$ cat config.mk
export PLATFORM = sky130hd
export DESIGN_NAME = sei_tx_error_injector
export DESIGN_NICKNAME = d
export VERILOG_FILES = /design/src/sei_pkg.sv /design/src/sei_skid_buf.sv /design/src/sei_tx_error_injector.sv
export VERILOG_INCLUDE_DIRS = /design/src /design/src/src
export SDC_FILE = /design/constraint.sdc
export NUM_CORES = 2
export LEC_CHECK = 0
export ABC_CLOCK_PERIOD_IN_PS = 50100
export BUFFER_PORTS_ARGS = -buffer_cell sky130_fd_sc_hd__clkbuf_2
export CAP_MARGIN = 30
export CORE_ASPECT_RATIO = 1.5
export CORE_UTILIZATION = 70
export DETAILED_ROUTE_END_ITERATION = 8
export PLACE_DENSITY = 0.88
export SYNTH_ARGS = -nofsm -noshare
export SYNTH_HDL_FRONTEND = slang
export SYNTH_SLANG_ARGS = --single-unit
export TNS_END_PERCENT = 50
$ cat constraint.sdc
create_clock -name i_ref_clk -period 50.1 [get_ports i_ref_clk]
set_clock_uncertainty 0.05 [all_clocks]
set_input_delay 2.505 -clock i_ref_clk [delete_from_list [all_inputs] [get_ports i_ref_clk]]
set_output_delay 2.505 -clock i_ref_clk [all_outputs]
set_load 0.02 [all_outputs]
$ cat src/sei_defs.svh
// Notes on behaviour
// 64-byte trace aligned after CR/LF, 22 first
// no CR/LF: captured order, no error
// valid trace ends with 0D then 0A
// first-column overhead bytes passed or set per byte
// M1 set sends programmed value, full byte
// new injection cancels every other injection
// single command inserts exactly one error
// B1 rate 2.5E-5 down to 0.1E-9
// B2 rate 1.0E-3 down to 0.1E-9
// B3 max 1.0E-4, payload max 1.0E-3
// rate injection continues until off or replaced
// rate means corrupted fraction of transmitted bits
// MS-REI one frame carries count 1..255
// timed MS-REI 0.1..9.9 s, active shown
// continuous MS-REI active until switched off
// random BER 1.0E-3..0.1E-9 over random channels
// selected-channel BER only into chosen channel
// recurring inject 0.1..9.9 s, wait 1.0..30.0 s
// single B1/B2 into one or all channels
// sent trace: message, nulls, then CR LF
// error spacing from transmitted-bit counter
`ifndef SEI_DEFS_SVH
`define SEI_DEFS_SVH
`define SEI_CLK_NS 25
`define SEI_TENTH_NS 100000000
`define SEI_TRACE_LEN 64
`define SEI_TRACE_MSG 62
`define SEI_TRACE_SHOW 22
`define SEI_CR 8'h0d
`define SEI_LF 8'h0a
`define SEI_NULL 8'h00
`define SEI_OH_ROWS 9
`define SEI_BITS_PER_BEAT 7'h08
`define SEI_FLIP_MASK 8'h01
`define SEI_MIN_M 7'h01
`define SEI_MIN_E 4'h9
`define SEI_B1_MAX_M 7'h19
`define SEI_B1_MAX_E 4'h5
`define SEI_B2_MAX_M 7'h0a
`define SEI_B2_MAX_E 4'h3
`define SEI_B3_MAX_M 7'h0a
`define SEI_B3_MAX_E 4'h4
`define SEI_PAY_MAX_M 7'h0a
`define SEI_PAY_MAX_E 4'h3
`define SEI_MANT_MAX 7'h63
`define SEI_DUR_MIN 9'h001
`define SEI_DUR_MAX 9'h063
`define SEI_WAIT_MIN 9'h00a
`define SEI_WAIT_MAX 9'h12c
`define SEI_LFSR_SEED 16'hace1
`endif

$ cat src/sei_pkg.sv
package sei_pkg;
  typedef enum logic [2:0] {
    POS_NONE = 3'h0, POS_OH = 3'h1, POS_J0 = 3'h2, POS_B1 = 3'h3,
    POS_B2 = 3'h4, POS_M1 = 3'h5, POS_B3 = 3'h6, POS_PAY = 3'h7
  } sei_pos_t;
  typedef enum logic [2:0] {
    ERR_B1 = 3'h0, ERR_B2 = 3'h1, ERR_B3 = 3'h2, ERR_REI = 3'h3, ERR_PAY = 3'h4
  } sei_err_t;
  typedef enum logic [8:0] {
    OP_OFF = 9'h001, OP_SINGLE = 9'h002, OP_RATE = 9'h004, OP_REI_FRAME = 9'h008,
    OP_REI_TIMED = 9'h010, OP_REI_CONTINUOUS_INJECTION = 9'h020, OP_RANDOM = 9'h040,
    OP_CHAN = 9'h080, OP_RECUR = 9'h100
  } sei_op_t;
  typedef enum logic [2:0] {
    PH_IDLE = 3'h1, PH_INJ = 3'h2, PH_WAIT = 3'h4
  } sei_phase_t;
  typedef struct packed {
    logic [7:0] data;
    sei_pos_t pos;
    logic [3:0] row;
    logic [3:0] chan;
  } sei_beat_t;
  typedef struct packed {
    sei_op_t op;
    sei_err_t etype;
    logic all_chan;
    logic [3:0] chan;
    logic [6:0] mant;
    logic [3:0] expo;
    logic [7:0] rei_n;
    logic [8:0] dur;
    logic [8:0] wait_t;
  } sei_cmd_t;
endpackage

$ cat src/sei_skid_buf.sv
`timescale 1ns/100ps
module sei_skid_buf #(
  parameter int W = 8
) (
  // clock and reset
  input wire logic i_ref_clk,
  input wire logic i_rst_n,
  // fill side
  input wire logic i_valid,
  input wire logic [W-1:0] i_data,
  output logic o_ready,
  // drain side
  output logic o_valid,
  output logic [W-1:0] o_data,
  input wire logic i_ready
);
  initial begin
    if (W < 1) $error("sei_skid_buf: W must be positive");
  end
  logic [W-1:0] mem_r [2];
  logic wptr_r;
  logic rptr_r;
  logic [1:0] cnt_r;
  wire push = i_valid && o_ready;
  wire pop = o_valid && i_ready;
  assign o_ready = (cnt_r != 2'h2);
  assign o_valid = (cnt_r != 2'h0);
  assign o_data = mem_r[rptr_r];
  always_ff @(posedge i_ref_clk) begin
    if (!i_rst_n) begin
      wptr_r <= 1'b0;
      rptr_r <= 1'b0;
      cnt_r <= 2'h0;
    end else begin
      if (push) wptr_r <= ~wptr_r;
      if (pop) rptr_r <= ~rptr_r;
      cnt_r <= cnt_r + {1'b0, push} - {1'b0, pop};
    end
  end
  always_ff @(posedge i_ref_clk) begin
    if (push) mem_r[wptr_r] <= i_data;
  end
endmodule // sei_skid_buf

$ cat src/sei_tx_error_injector.sv
`timescale 1ns/100ps
`include "sei_defs.svh"
module sei_tx_error_injector import sei_pkg::*; #(
  parameter int N_CHAN = 16,
  parameter int TENTH_CYC = `SEI_TENTH_NS / `SEI_CLK_NS
) (
  // clock and reset
  input wire logic i_ref_clk,
  input wire logic i_rst_n,
  // transmit stream in
  input wire logic i_valid,
  input wire sei_beat_t i_beat,
  output logic o_ready,
  // transmit stream out
  output logic o_valid,
  output sei_beat_t o_beat,
  input wire logic i_ready,
  // overhead override
  input wire logic [`SEI_OH_ROWS-1:0] i_oh_set,
  input wire logic [`SEI_OH_ROWS-1:0][7:0] i_oh_val,
  input wire logic i_m1_set,
  input wire logic [7:0] i_m1_val,
  // injection commands and status
  input wire logic i_cmd_valid,
  input wire sei_cmd_t i_cmd,
  output logic o_cmd_rejected,
  output logic o_inj_active,
  output logic o_rei_active,
  output logic o_recur_inject,
  output logic o_recur_wait,
  // transmitted trace
  input wire logic i_tx_tr_en,
  input wire logic i_tx_tr_wr,
  input wire logic [5:0] i_tx_tr_addr,
  input wire logic [7:0] i_tx_tr_data,
  input wire logic [5:0] i_tx_tr_len,
  // received trace capture
  input wire logic i_rx_tr_valid,
  input wire logic [7:0] i_rx_tr_byte,
  input wire logic [5:0] i_trace_idx,
  output logic [7:0] o_trace_byte,
  output logic o_trace_ready,
  output logic o_trace_found
);
  initial begin
    if (N_CHAN < 1 || N_CHAN > 16) $error("sei: N_CHAN must be 1..16");
    if (TENTH_CYC < 2) $error("sei: TENTH_CYC must be at least 2");
  end
  localparam int TW = $clog2(TENTH_CYC + 1);

  function automatic logic [63:0] pow10(input logic [4:0] e);
    logic [63:0] p;
    p = 64'h1;
    for (int k = 0; k < 16; k++) begin
      if (k < e) p = p * 64'd10;
    end
    return p;
  endfunction
  // mantissa in tenths: ma/10 * 10^-ea <= mb/10 * 10^-eb
  function automatic logic rate_le(input logic [6:0] ma, input logic [3:0] ea,
                                   input logic [6:0] mb, input logic [3:0] eb);
    return (64'(ma) * pow10({1'b0, eb})) <= (64'(mb) * pow10({1'b0, ea}));
  endfunction
  function automatic logic rate_ok(input logic [6:0] m, input logic [3:0] e,
                                   input logic [6:0] mx, input logic [3:0] ex);
    return (m != 7'h00) && (m <= `SEI_MANT_MAX) && rate_le(m, e, mx, ex) &&
           rate_le(`SEI_MIN_M, `SEI_MIN_E, m, e);
  endfunction
  function automatic sei_pos_t kind_of(input sei_err_t t);
    case (t)
      ERR_B1: return POS_B1;
      ERR_B2: return POS_B2;
      ERR_B3: return POS_B3;
      ERR_REI: return POS_M1;
      default: return POS_PAY;
    endcase
  endfunction
  function automatic logic type_rate_ok(input sei_err_t t, input logic [6:0] m,
                                        input logic [3:0] e);
    case (t)
      ERR_B1: return rate_ok(m, e, `SEI_B1_MAX_M, `SEI_B1_MAX_E);
      ERR_B2: return rate_ok(m, e, `SEI_B2_MAX_M, `SEI_B2_MAX_E);
      ERR_B3: return rate_ok(m, e, `SEI_B3_MAX_M, `SEI_B3_MAX_E);
      ERR_PAY: return rate_ok(m, e, `SEI_PAY_MAX_M, `SEI_PAY_MAX_E);
      default: return 1'b0;
    endcase
  endfunction

  sei_op_t mode_r;
  sei_phase_t phase_r;
  sei_err_t etype_r;
  sei_pos_t pend_kind_r;
  logic all_r;
  logic [3:0] chan_r;
  logic [6:0] mant_r;
  logic [3:0] expo_r;
  logic [7:0] rei_n_r, rei_once_r;
  logic [8:0] wait_r, dur_r, left_r;
  logic [TW-1:0] tenth_r;
  logic [39:0] acc_r;
  logic [15:0] pend_r, lfsr_r;
  logic rej_r;

  // command check
  wire dur_ok = i_cmd.dur >= `SEI_DUR_MIN && i_cmd.dur <= `SEI_DUR_MAX;
  wire wait_ok = i_cmd.wait_t >= `SEI_WAIT_MIN && i_cmd.wait_t <= `SEI_WAIT_MAX;
  wire rei_ok = i_cmd.rei_n != 8'h00;
  wire ber_ok = rate_ok(i_cmd.mant, i_cmd.expo, `SEI_B2_MAX_M, `SEI_B2_MAX_E);
  wire rate_cmd_ok = i_cmd.etype != ERR_REI && type_rate_ok(i_cmd.etype, i_cmd.mant, i_cmd.expo);
  wire chan_ok = 32'(i_cmd.chan) < N_CHAN;
  logic cmd_ok;
  always_comb begin
    cmd_ok = 1'b0;
    unique case (i_cmd.op)
      OP_OFF: cmd_ok = 1'b1;
      OP_SINGLE: cmd_ok = (i_cmd.etype <= ERR_PAY) && chan_ok;
      OP_RATE: cmd_ok = rate_cmd_ok && chan_ok;
      OP_REI_FRAME, OP_REI_CONTINUOUS_INJECTION: cmd_ok = rei_ok;
      OP_REI_TIMED: cmd_ok = rei_ok && dur_ok;
      OP_RANDOM: cmd_ok = ber_ok;
      OP_CHAN: cmd_ok = ber_ok && chan_ok;
      OP_RECUR: cmd_ok = dur_ok && wait_ok && chan_ok &&
                         (i_cmd.etype == ERR_REI ? rei_ok : rate_cmd_ok);
      default: cmd_ok = 1'b0;
    endcase
  end
  wire cmd_take = i_cmd_valid && cmd_ok;
  wire cmd_bad = i_cmd_valid && !cmd_ok;

  // stream side decode
  logic buf_ready;
  wire take = i_valid && buf_ready;
  wire inj_phase = mode_r == OP_RECUR && phase_r == PH_INJ;
  wire rate_run = mode_r == OP_RATE || mode_r == OP_RANDOM || mode_r == OP_CHAN ||
                  (inj_phase && etype_r != ERR_REI);
  wire rei_run = mode_r == OP_REI_TIMED || mode_r == OP_REI_CONTINUOUS_INJECTION ||
                 (inj_phase && etype_r == ERR_REI);
  wire [39:0] thr = 40'(pow10(5'(expo_r) + 5'h01));
  // each beat carries eight transmitted bits
  wire [39:0] acc_sum = acc_r + 40'(mant_r) * 40'(`SEI_BITS_PER_BEAT);
  wire rate_tick = rate_run && take && acc_sum >= thr;
  wire [3:0] rnd_chan = 4'(32'(lfsr_r[3:0]) % N_CHAN);
  wire [3:0] tgt_chan = mode_r == OP_RANDOM ? rnd_chan : chan_r;
  wire [15:0] all_mask = 16'((17'h1 << N_CHAN) - 17'h1);
  wire [15:0] tgt_mask = all_r ? all_mask : 16'h1 << tgt_chan;
  wire [15:0] beat_bit = 16'h1 << i_beat.chan;
  wire hit = i_beat.pos == pend_kind_r && (pend_r & beat_bit) != 16'h0;
  wire [15:0] pend_clr = (take && hit) ? beat_bit : 16'h0;
  wire [15:0] pend_set = rate_tick ? tgt_mask : 16'h0;
  wire is_m1 = i_beat.pos == POS_M1;
  wire is_oh = i_beat.pos == POS_OH && 32'(i_beat.row) < `SEI_OH_ROWS;
  wire is_j0 = i_beat.pos == POS_J0 && i_tx_tr_en;
  wire tenth_tick = 32'(tenth_r) == TENTH_CYC - 1;
  wire timed = mode_r == OP_REI_TIMED || mode_r == OP_RECUR;
  wire expire = timed && tenth_tick && left_r == 9'h001;

  // transmitted trace
  logic [7:0] tx_msg_r [`SEI_TRACE_MSG];
  logic [5:0] tx_pos_r;
  logic [7:0] j0_byte;
  always_comb begin
    if (tx_pos_r == 6'(`SEI_TRACE_MSG)) j0_byte = `SEI_CR;
    else if (tx_pos_r == 6'(`SEI_TRACE_MSG + 1)) j0_byte = `SEI_LF;
    else if (tx_pos_r < i_tx_tr_len) j0_byte = tx_msg_r[tx_pos_r];
    else j0_byte = `SEI_NULL;
  end

  // output byte selection
  wire [7:0] oh_byte = is_oh && i_oh_set[i_beat.row] ? i_oh_val[i_beat.row]
                                                     : i_beat.data;
  wire [7:0] m1_byte = rei_run ? rei_n_r :
                       rei_once_r != 8'h00 ? rei_once_r :
                       i_m1_set ? i_m1_val : i_beat.data;
  wire [7:0] base_byte = is_m1 ? m1_byte : is_j0 ? j0_byte : oh_byte;
  wire [7:0] out_byte = hit ? base_byte ^ `SEI_FLIP_MASK : base_byte;
  wire sei_beat_t push_beat = '{data: out_byte, pos: i_beat.pos, row: i_beat.row,
                                chan: i_beat.chan};

  sei_skid_buf #(.W($bits(sei_beat_t))) u_buf (
    .i_ref_clk(i_ref_clk),
    .i_rst_n(i_rst_n),
    .i_valid(i_valid),
    .i_data(push_beat),
    .o_ready(buf_ready),
    .o_valid(o_valid),
    .o_data(o_beat),
    .i_ready(i_ready)
  );
  assign o_ready = buf_ready;

  // injection control
  always_ff @(posedge i_ref_clk) begin
    if (!i_rst_n) begin
      mode_r <= OP_OFF;
      phase_r <= PH_IDLE;
      etype_r <= ERR_B1;
      pend_kind_r <= POS_NONE;
      {all_r, chan_r, mant_r, expo_r, rei_n_r, dur_r, wait_r} <= '0;
      rei_once_r <= 8'h00;
      pend_r <= 16'h0;
      acc_r <= 40'h0;
      tenth_r <= '0;
      left_r <= 9'h000;
      rej_r <= 1'b0;
    end else if (cmd_take) begin
      // any accepted command replaces what ran before
      mode_r <= i_cmd.op == OP_SINGLE || i_cmd.op == OP_REI_FRAME ? OP_OFF : i_cmd.op;
      phase_r <= i_cmd.op == OP_RECUR ? PH_INJ : PH_IDLE;
      etype_r <= i_cmd.etype;
      pend_kind_r <= i_cmd.op == OP_RANDOM || i_cmd.op == OP_CHAN ? POS_PAY
                                                                  : kind_of(i_cmd.etype);
      all_r <= i_cmd.all_chan && i_cmd.op != OP_RANDOM && i_cmd.op != OP_CHAN;
      {chan_r, mant_r, expo_r} <= {i_cmd.chan, i_cmd.mant, i_cmd.expo};
      {rei_n_r, dur_r, wait_r} <= {i_cmd.rei_n, i_cmd.dur, i_cmd.wait_t};
      rei_once_r <= i_cmd.op == OP_REI_FRAME ? i_cmd.rei_n :
                    (i_cmd.op == OP_SINGLE && i_cmd.etype == ERR_REI) ? 8'h01 : 8'h00;
      pend_r <= (i_cmd.op == OP_SINGLE && i_cmd.etype != ERR_REI) ?
                (i_cmd.all_chan ? all_mask : 16'h1 << i_cmd.chan) : 16'h0;
      acc_r <= 40'h0;
      tenth_r <= '0;
      left_r <= i_cmd.dur;
      rej_r <= 1'b0;
    end else begin
      rej_r <= cmd_bad;
      pend_r <= (pend_r & ~pend_clr) | pend_set;
      if (take && is_m1) rei_once_r <= 8'h00;
      if (take && rate_run) acc_r <= rate_tick ? acc_sum - thr : acc_sum;
      tenth_r <= tenth_tick ? '0 : tenth_r + TW'(1);
      if (timed && tenth_tick) begin
        left_r <= left_r - 9'h001;
        if (expire && mode_r == OP_REI_TIMED) mode_r <= OP_OFF;
        if (expire && phase_r == PH_INJ) begin
          phase_r <= PH_WAIT;
          left_r <= wait_r;
          acc_r <= 40'h0;
        end
        if (expire && phase_r == PH_WAIT) begin
          phase_r <= PH_INJ;
          left_r <= dur_r;
        end
      end
    end
  end

  always_ff @(posedge i_ref_clk) begin
    if (!i_rst_n) lfsr_r <= `SEI_LFSR_SEED;
    else if (rate_tick) lfsr_r <= {lfsr_r[14:0], lfsr_r[15] ^ lfsr_r[13] ^ lfsr_r[12] ^ lfsr_r[10]};
  end

  always_ff @(posedge i_ref_clk) begin
    if (!i_rst_n) tx_pos_r <= 6'h00;
    else if (take && is_j0) tx_pos_r <= tx_pos_r == 6'(`SEI_TRACE_LEN - 1) ? 6'h00 : tx_pos_r + 6'h01;
  end
  always_ff @(posedge i_ref_clk) begin
    if (i_tx_tr_wr && 32'(i_tx_tr_addr) < `SEI_TRACE_MSG) tx_msg_r[i_tx_tr_addr] <= i_tx_tr_data;
  end

  assign o_cmd_rejected = rej_r;
  assign o_inj_active = mode_r != OP_OFF || pend_r != 16'h0 || rei_once_r != 8'h00;
  assign o_rei_active = rei_run;
  assign o_recur_inject = inj_phase;
  assign o_recur_wait = mode_r == OP_RECUR && phase_r == PH_WAIT;

  // received trace capture and alignment
  logic [7:0] cap_r [`SEI_TRACE_LEN];
  logic [5:0] wptr_r, scan_r, start_r;
  logic scanning_r, found_r, ready_r;
  logic [7:0] rd_r;
  wire [5:0] scan_nx = scan_r + 6'h01;
  wire pair = cap_r[scan_r] == `SEI_CR && cap_r[scan_nx] == `SEI_LF;
  always_ff @(posedge i_ref_clk) begin
    if (i_rx_tr_valid) cap_r[wptr_r] <= i_rx_tr_byte;
  end
  // a fresh 64-byte block restarts the search; the 64-cycle scan is far
  // shorter than one trace repetition, so the block is stable meanwhile
  always_ff @(posedge i_ref_clk) begin
    if (!i_rst_n) begin
      wptr_r <= 6'h00;
      scan_r <= 6'h00;
      start_r <= 6'h00;
      scanning_r <= 1'b0;
      found_r <= 1'b0;
      ready_r <= 1'b0;
    end else begin
      if (i_rx_tr_valid) wptr_r <= wptr_r + 6'h01;
      if (i_rx_tr_valid && wptr_r == 6'(`SEI_TRACE_LEN - 1)) begin
        scanning_r <= 1'b1;
        scan_r <= 6'h00;
        found_r <= 1'b0;
        start_r <= 6'h00;
      end else if (scanning_r) begin
        scan_r <= scan_nx;
        if (pair && !found_r) begin
          found_r <= 1'b1;
          start_r <= scan_r + 6'h02;
        end
        if (scan_r == 6'(`SEI_TRACE_LEN - 1)) begin
          scanning_r <= 1'b0;
          ready_r <= 1'b1;
        end
      end
    end
  end
  always_ff @(posedge i_ref_clk) begin
    if (!i_rst_n) rd_r <= 8'h00;
    else rd_r <= cap_r[6'(start_r + i_trace_idx)];
  end
  assign o_trace_byte = rd_r;
  assign o_trace_ready = ready_r && !scanning_r;
  assign o_trace_found = found_r;
endmodule // sei_tx_error_injector

==> results of run 1 <==
[stage by stage]
| step | hold WS [ns] | cell area, um^2 | utilization, % | setup slack (ns) |
|---|---|---|---|---|
| after floorplan | 0.379 | 130000 | - | 19.55 |
| after detailed placement | 0.395 | 133000 | 72.6 | 14.29 |
| after global placement | 0.390 | 133000 | 72.4 | 14.99 |
| after CTS | 0.404 | 137000 | 74.7 | 14.81 |
[routing by layer]
metal  GRT usage, %  GRT overflow
met1           56.6             0
met3           34.1            15
met2           80.7             4
met4           49.4            10
met5           18.9             1
[kinds of logic after synthesis]
kind of cell,count (synthesis),share of synthesized area (%)
buffers and inverters,1172,3.41
adder cells (fa/ha/maj),2221,22.4
multiplexers,603,8.06
AND/OR/NAND/NOR,3944,14.8
flip-flops,1270,27.7
other,1,0.00290
AO/OA/AOI/OAI,3678,18.1
XOR/XNOR,808,5.50
[cells in the mapped netlist (all sizes together) (111+ instances only)]
master / n
ha: 2065
nor2: 1184
edfxtp: 1046
a21oi: 1044
nand2: 1012
o21ai: 831
inv: 680
xnor2: 509
a21o: 420
clkbuf: 400
mux4: 337
xor2: 296
nand3: 295
nor3: 255
dfxtp: 224
o21a: 187
a211oi: 181
a31oi: 176
fa: 156
nor2b: 150
mux2: 148
nand4: 148
nand2b: 144
and2: 135
o21bai: 119
mux2i: 118
and3: 111
==> out/results.tsv, run 1 <==
metric	value	unit
mapped cell area	129000	um^2
outcome	aborted with a tool error	
Synthesis Warnings	0	
Stop stage	global routing	
Die Span X	353	um
first-pass GRT wire length	795000	um
Final HPWL DP	335000	um
CTS Buf Count	110	
CTS resizes	0	
Err	[ERROR GRT-0116] Global routing finished with congestion. Check the congestion regions in the DRC Viewer.	
Syn Area/Cell	9.45	um^2
vias in the first global route	127967	
share of the synthesized area in the top cell type	24.3	%
clock sink count	1270	
gr ovfl total	30	
H-Tree Depth	3	
setup repair bufs after CTS	0	
Post-CTS Hold Fix Bufs	0	
GPL Wtd Cong	1.04	
largest net degree at the start of global routing	84	
Synth Instances	13697	
Initial Util	70.4	%
ys async rst share	0	%
Post-synth EDFFs	1046	
sequential element share of the synthesized area	27.7	%
All-Layer GR Usage	56.6	%
num rows	193	
synth top area cells	edfxtp_1 24%, ha_1 20%, mux4_2 5.9%, a21oi_1 4.0%, dfxtp_1 3.5%	
Placed Cells	16069	
CTS Buffer Depth	3	
Yosys top cell by area	edfxtp_1	
I/O pins	241	
FF+latch count, synth	1270	
predominant post-synthesis flop cell	edfxtp_1	
Yosys cell types	94	
Root Buffer Master	clkbuf_16	
PortBufs	240	
Die H	529	um
==> run 2: changes to the inputs <==
--- a/config.mk
+++ b/config.mk
@@ -9,10 +9,9 @@
 export ABC_CLOCK_PERIOD_IN_PS = 50100
 export BUFFER_PORTS_ARGS = -buffer_cell sky130_fd_sc_hd__clkbuf_2
 export CAP_MARGIN = 30
-export CORE_ASPECT_RATIO = 1.5
-export CORE_UTILIZATION = 70
+export CORE_UTILIZATION = 40
 export DETAILED_ROUTE_END_ITERATION = 8
-export PLACE_DENSITY = 0.88
+export PLACE_DENSITY_LB_ADDON = 0.15
 export SYNTH_ARGS = -nofsm -noshare
 export SYNTH_HDL_FRONTEND = slang
 export SYNTH_SLANG_ARGS = --single-unit
==> run 2 against run 1 <==
The run now ends clean. Synthesized area unchanged. Synthesized cell count unchanged.
==> out/results.tsv, run 2 <==
metric	value	unit	change
Yosys top cell by area	edfxtp_1		
Die H	571	um	+8.0%
FF+latch count, synth	1270		unchanged
Net count, final	16169		
WP data arrival	35.71	ns	
share of the synthesized area in the top cell type	24.3	%	unchanged
Std-Cell Core Area	321000	um^2	
Post-Place Cell Area	136000	um^2	+1.8%
Pins Over Slew Limit	0		
commonest cells after routing, fill and taps aside	2063 x ha_1, 1171 x nor2_1, 1046 x edfxtp_1, 1040 x a21oi_1, 1011 x nand2_1		
CTS Buffer Depth	3		unchanged
Initial Util	40.3	%	-30 points
CP endpoint kind	flip-flop		
I/O pins	241		unchanged
Synth Area in XOR/XNOR	5.50	%	unchanged
commonest non-fill, non-tap cell in the layout	ha_1		
antenna violations before repair	37		
gr ovfl total	0		
finished layout cell area	140000	um^2	
predominant post-synthesis flop cell	edfxtp_1		
layout cells sized above 1	9.37	%	
# DRC	0		
Post-synth top cells	2065 x ha_1, 1183 x nor2_1, 1046 x edfxtp_1		
CTS tree	done		
mapped cell area	129000	um^2	unchanged
largest net degree at the start of global routing	85		
Post-synth EDFFs	1046		unchanged
PortBufs	240		unchanged
Post-CTS Hold Fix Bufs	0		unchanged
Worst Path Max Fanout	54		
first-pass GRT wire length	609000	um	
CTS resizes	0		unchanged
Yosys cell types	94		unchanged
maximum clock frequency	28.5	MHz	
max cap viols	0		
drt pass-1 iters	6		
Tcrit/Tclk final	70.1	%	
setup repair bufs after CTS	0		unchanged
vias per cell	5.82		
post-synthesis mux area share	8.06	%	unchanged
outcome	complete, no violations		
Crit Path Category	input pin to flip-flop		
Die Span X	571	um	+62%
cell with the most instances after synthesis	ha_1		
Placed Cells	17935		+12%
Root Buffer Master	clkbuf_16		
slew at the pin with the worst max-slew slack	1.13	ns	
P&R area growth vs syn	8.19	%	
number of flip-flops in the largest register	512		
wire per inst	21.6	um	
post-route worst setup slack	14.97	ns	
Synth Instances	13697		unchanged
setup TNS	0	ns	
H-Tree Depth	3		unchanged
Top reg by flops	cap_r		
Non-Filler Instances	18155		
Synth Area in Compound Gates	18.1	%	unchanged
num rows	208		+7.8%
multi-input logic area	89400	um^2	
DRT antenna net count	0		
Worst setup SP type	input pin		
post-synthesis simple-gate area fraction	14.8	%	unchanged
Final HPWL DP	304000	um	-9.1%
routed via count	105590		
Syn Area/Cell	9.45	um^2	unchanged
Synthesis Warnings	0		unchanged
cell mode on critical path	ha_1		
CP max stage delay	0.87	ns	
Final Setup Violations	0		
CTS Buf Count	109		-0.91%
vias in the first global route	104636		
final hold vios	0		
Hold Path Class	flip-flop to flip-flop		
fin crit period	35.13	ns	
worst slack at placement	14.24	ns	-0.0506 ns
largest family of logic cells by synthesized area	adder cells		
Worst Path Required	50.68	ns	
RSZ-0062 raised after global routing	false		
sequential element share of the synthesized area	27.7	%	unchanged
slowest CP cell	a2111oi_0		
largest registers	cap_r (512), tx_msg_r (496), acc_r (40)		
adder-cell share of the synthesized area	22.4	%	unchanged
clock-pin slew on the worst setup and hold paths	0.07	ns	
Die ar.	326000	um^2	
GPL Wtd Cong	0.902		-13%
clock sink count	1270		unchanged
All-Layer GR Usage	23.6	%	
Rel. slew slack	23.9	%	
# fillers	31504		
synth top area cells	edfxtp_1 24%, ha_1 20%, mux4_2 5.9%, a21oi_1 4.0%, dfxtp_1 3.5%		
ys async rst share	0	%	unchanged
starting DRC count in detailed routing	7100		
Worst-Skew Late Latency	0.75	ns	
Routed WL	392000	um	
flip-flop and latch area	35900	um^2	
## run 2: cell type report
type,count,area share [%]
Clock inverter,80,0.898
Antenna cell,11,0.0197
Multi-Input combinational cell,11265,63.9
Clock buffer,127,2.08
Inverter,686,1.84
Sequential cell,1270,25.6
Timing Repair Buffer,411,1.83
Tap cell,4305,3.85
## run 2: per-stage QoR
stage | util [%] | hold slack (ns)
final | 43.6 | 0.407
after global routing | 43.6 | 0.425
after CTS | 43.6 | 0.408
after detailed placement | 42.3 | 0.398
after global placement | 42.2 | 0.393
after floorplan | - | 0.379
## run 2: path summary, 6_finish.rpt
path / slack [ns] / cells after the start / from / end
worst max register to register: 18.91 / 119 / expo_r[0]$_SDFFE_PN0P_ / acc_r[0]$_SDFF_PP0_
worst max-delay path: 14.97 / 134 / i_cmd[27] / phase_r[0]$_SDFFE_PN1P_
worst min-delay path: 0.41 / 2 / lfsr_r[7]$_SDFFE_PN1P_ / lfsr_r[8]$_SDFFE_PN0P_
worst min register to register: 0.41 / 2 / lfsr_r[7]$_SDFFE_PN1P_ / lfsr_r[8]$_SDFFE_PN0P_
## run 2: logic make-up after synthesis
| kind of cell | after synthesis |
|---|---|
| AO/OA/AOI/OAI | 3678 |
| XOR/XNOR | 808 |
| adder cells (fa/ha/maj) | 2221 |
| buffers and inverters | 1172 |
| flip-flops | 1270 |
| multiplexers | 603 |
| other | 1 |
| AND/OR/NAND/NOR | 3944 |
## run 2: worst max-delay path, delay by kind of cell
family	cells	cell delay, ns
AOI/OAI and AO/OA	41	11.88
and+or+nand+nor	45	8.59
adders and majority gates	25	8.49
buffers and inverters	13	2.12
xor gates and xnor gates	8	1.29
muxes	2	0.73
## run 2: layer usage
layer  routed length [um]  track usage [%]  up-vias
li1                     -                -    51625
met1               179000             32.0    50801
met2               183000             40.1     2661
met3                17500             1.77      487
met4                12200             6.65       16
met5                  110                0        -
Power of run 2 is not shown: default switching activity piles up to over one toggle a cycle in this logic, so the estimate is an artifact.
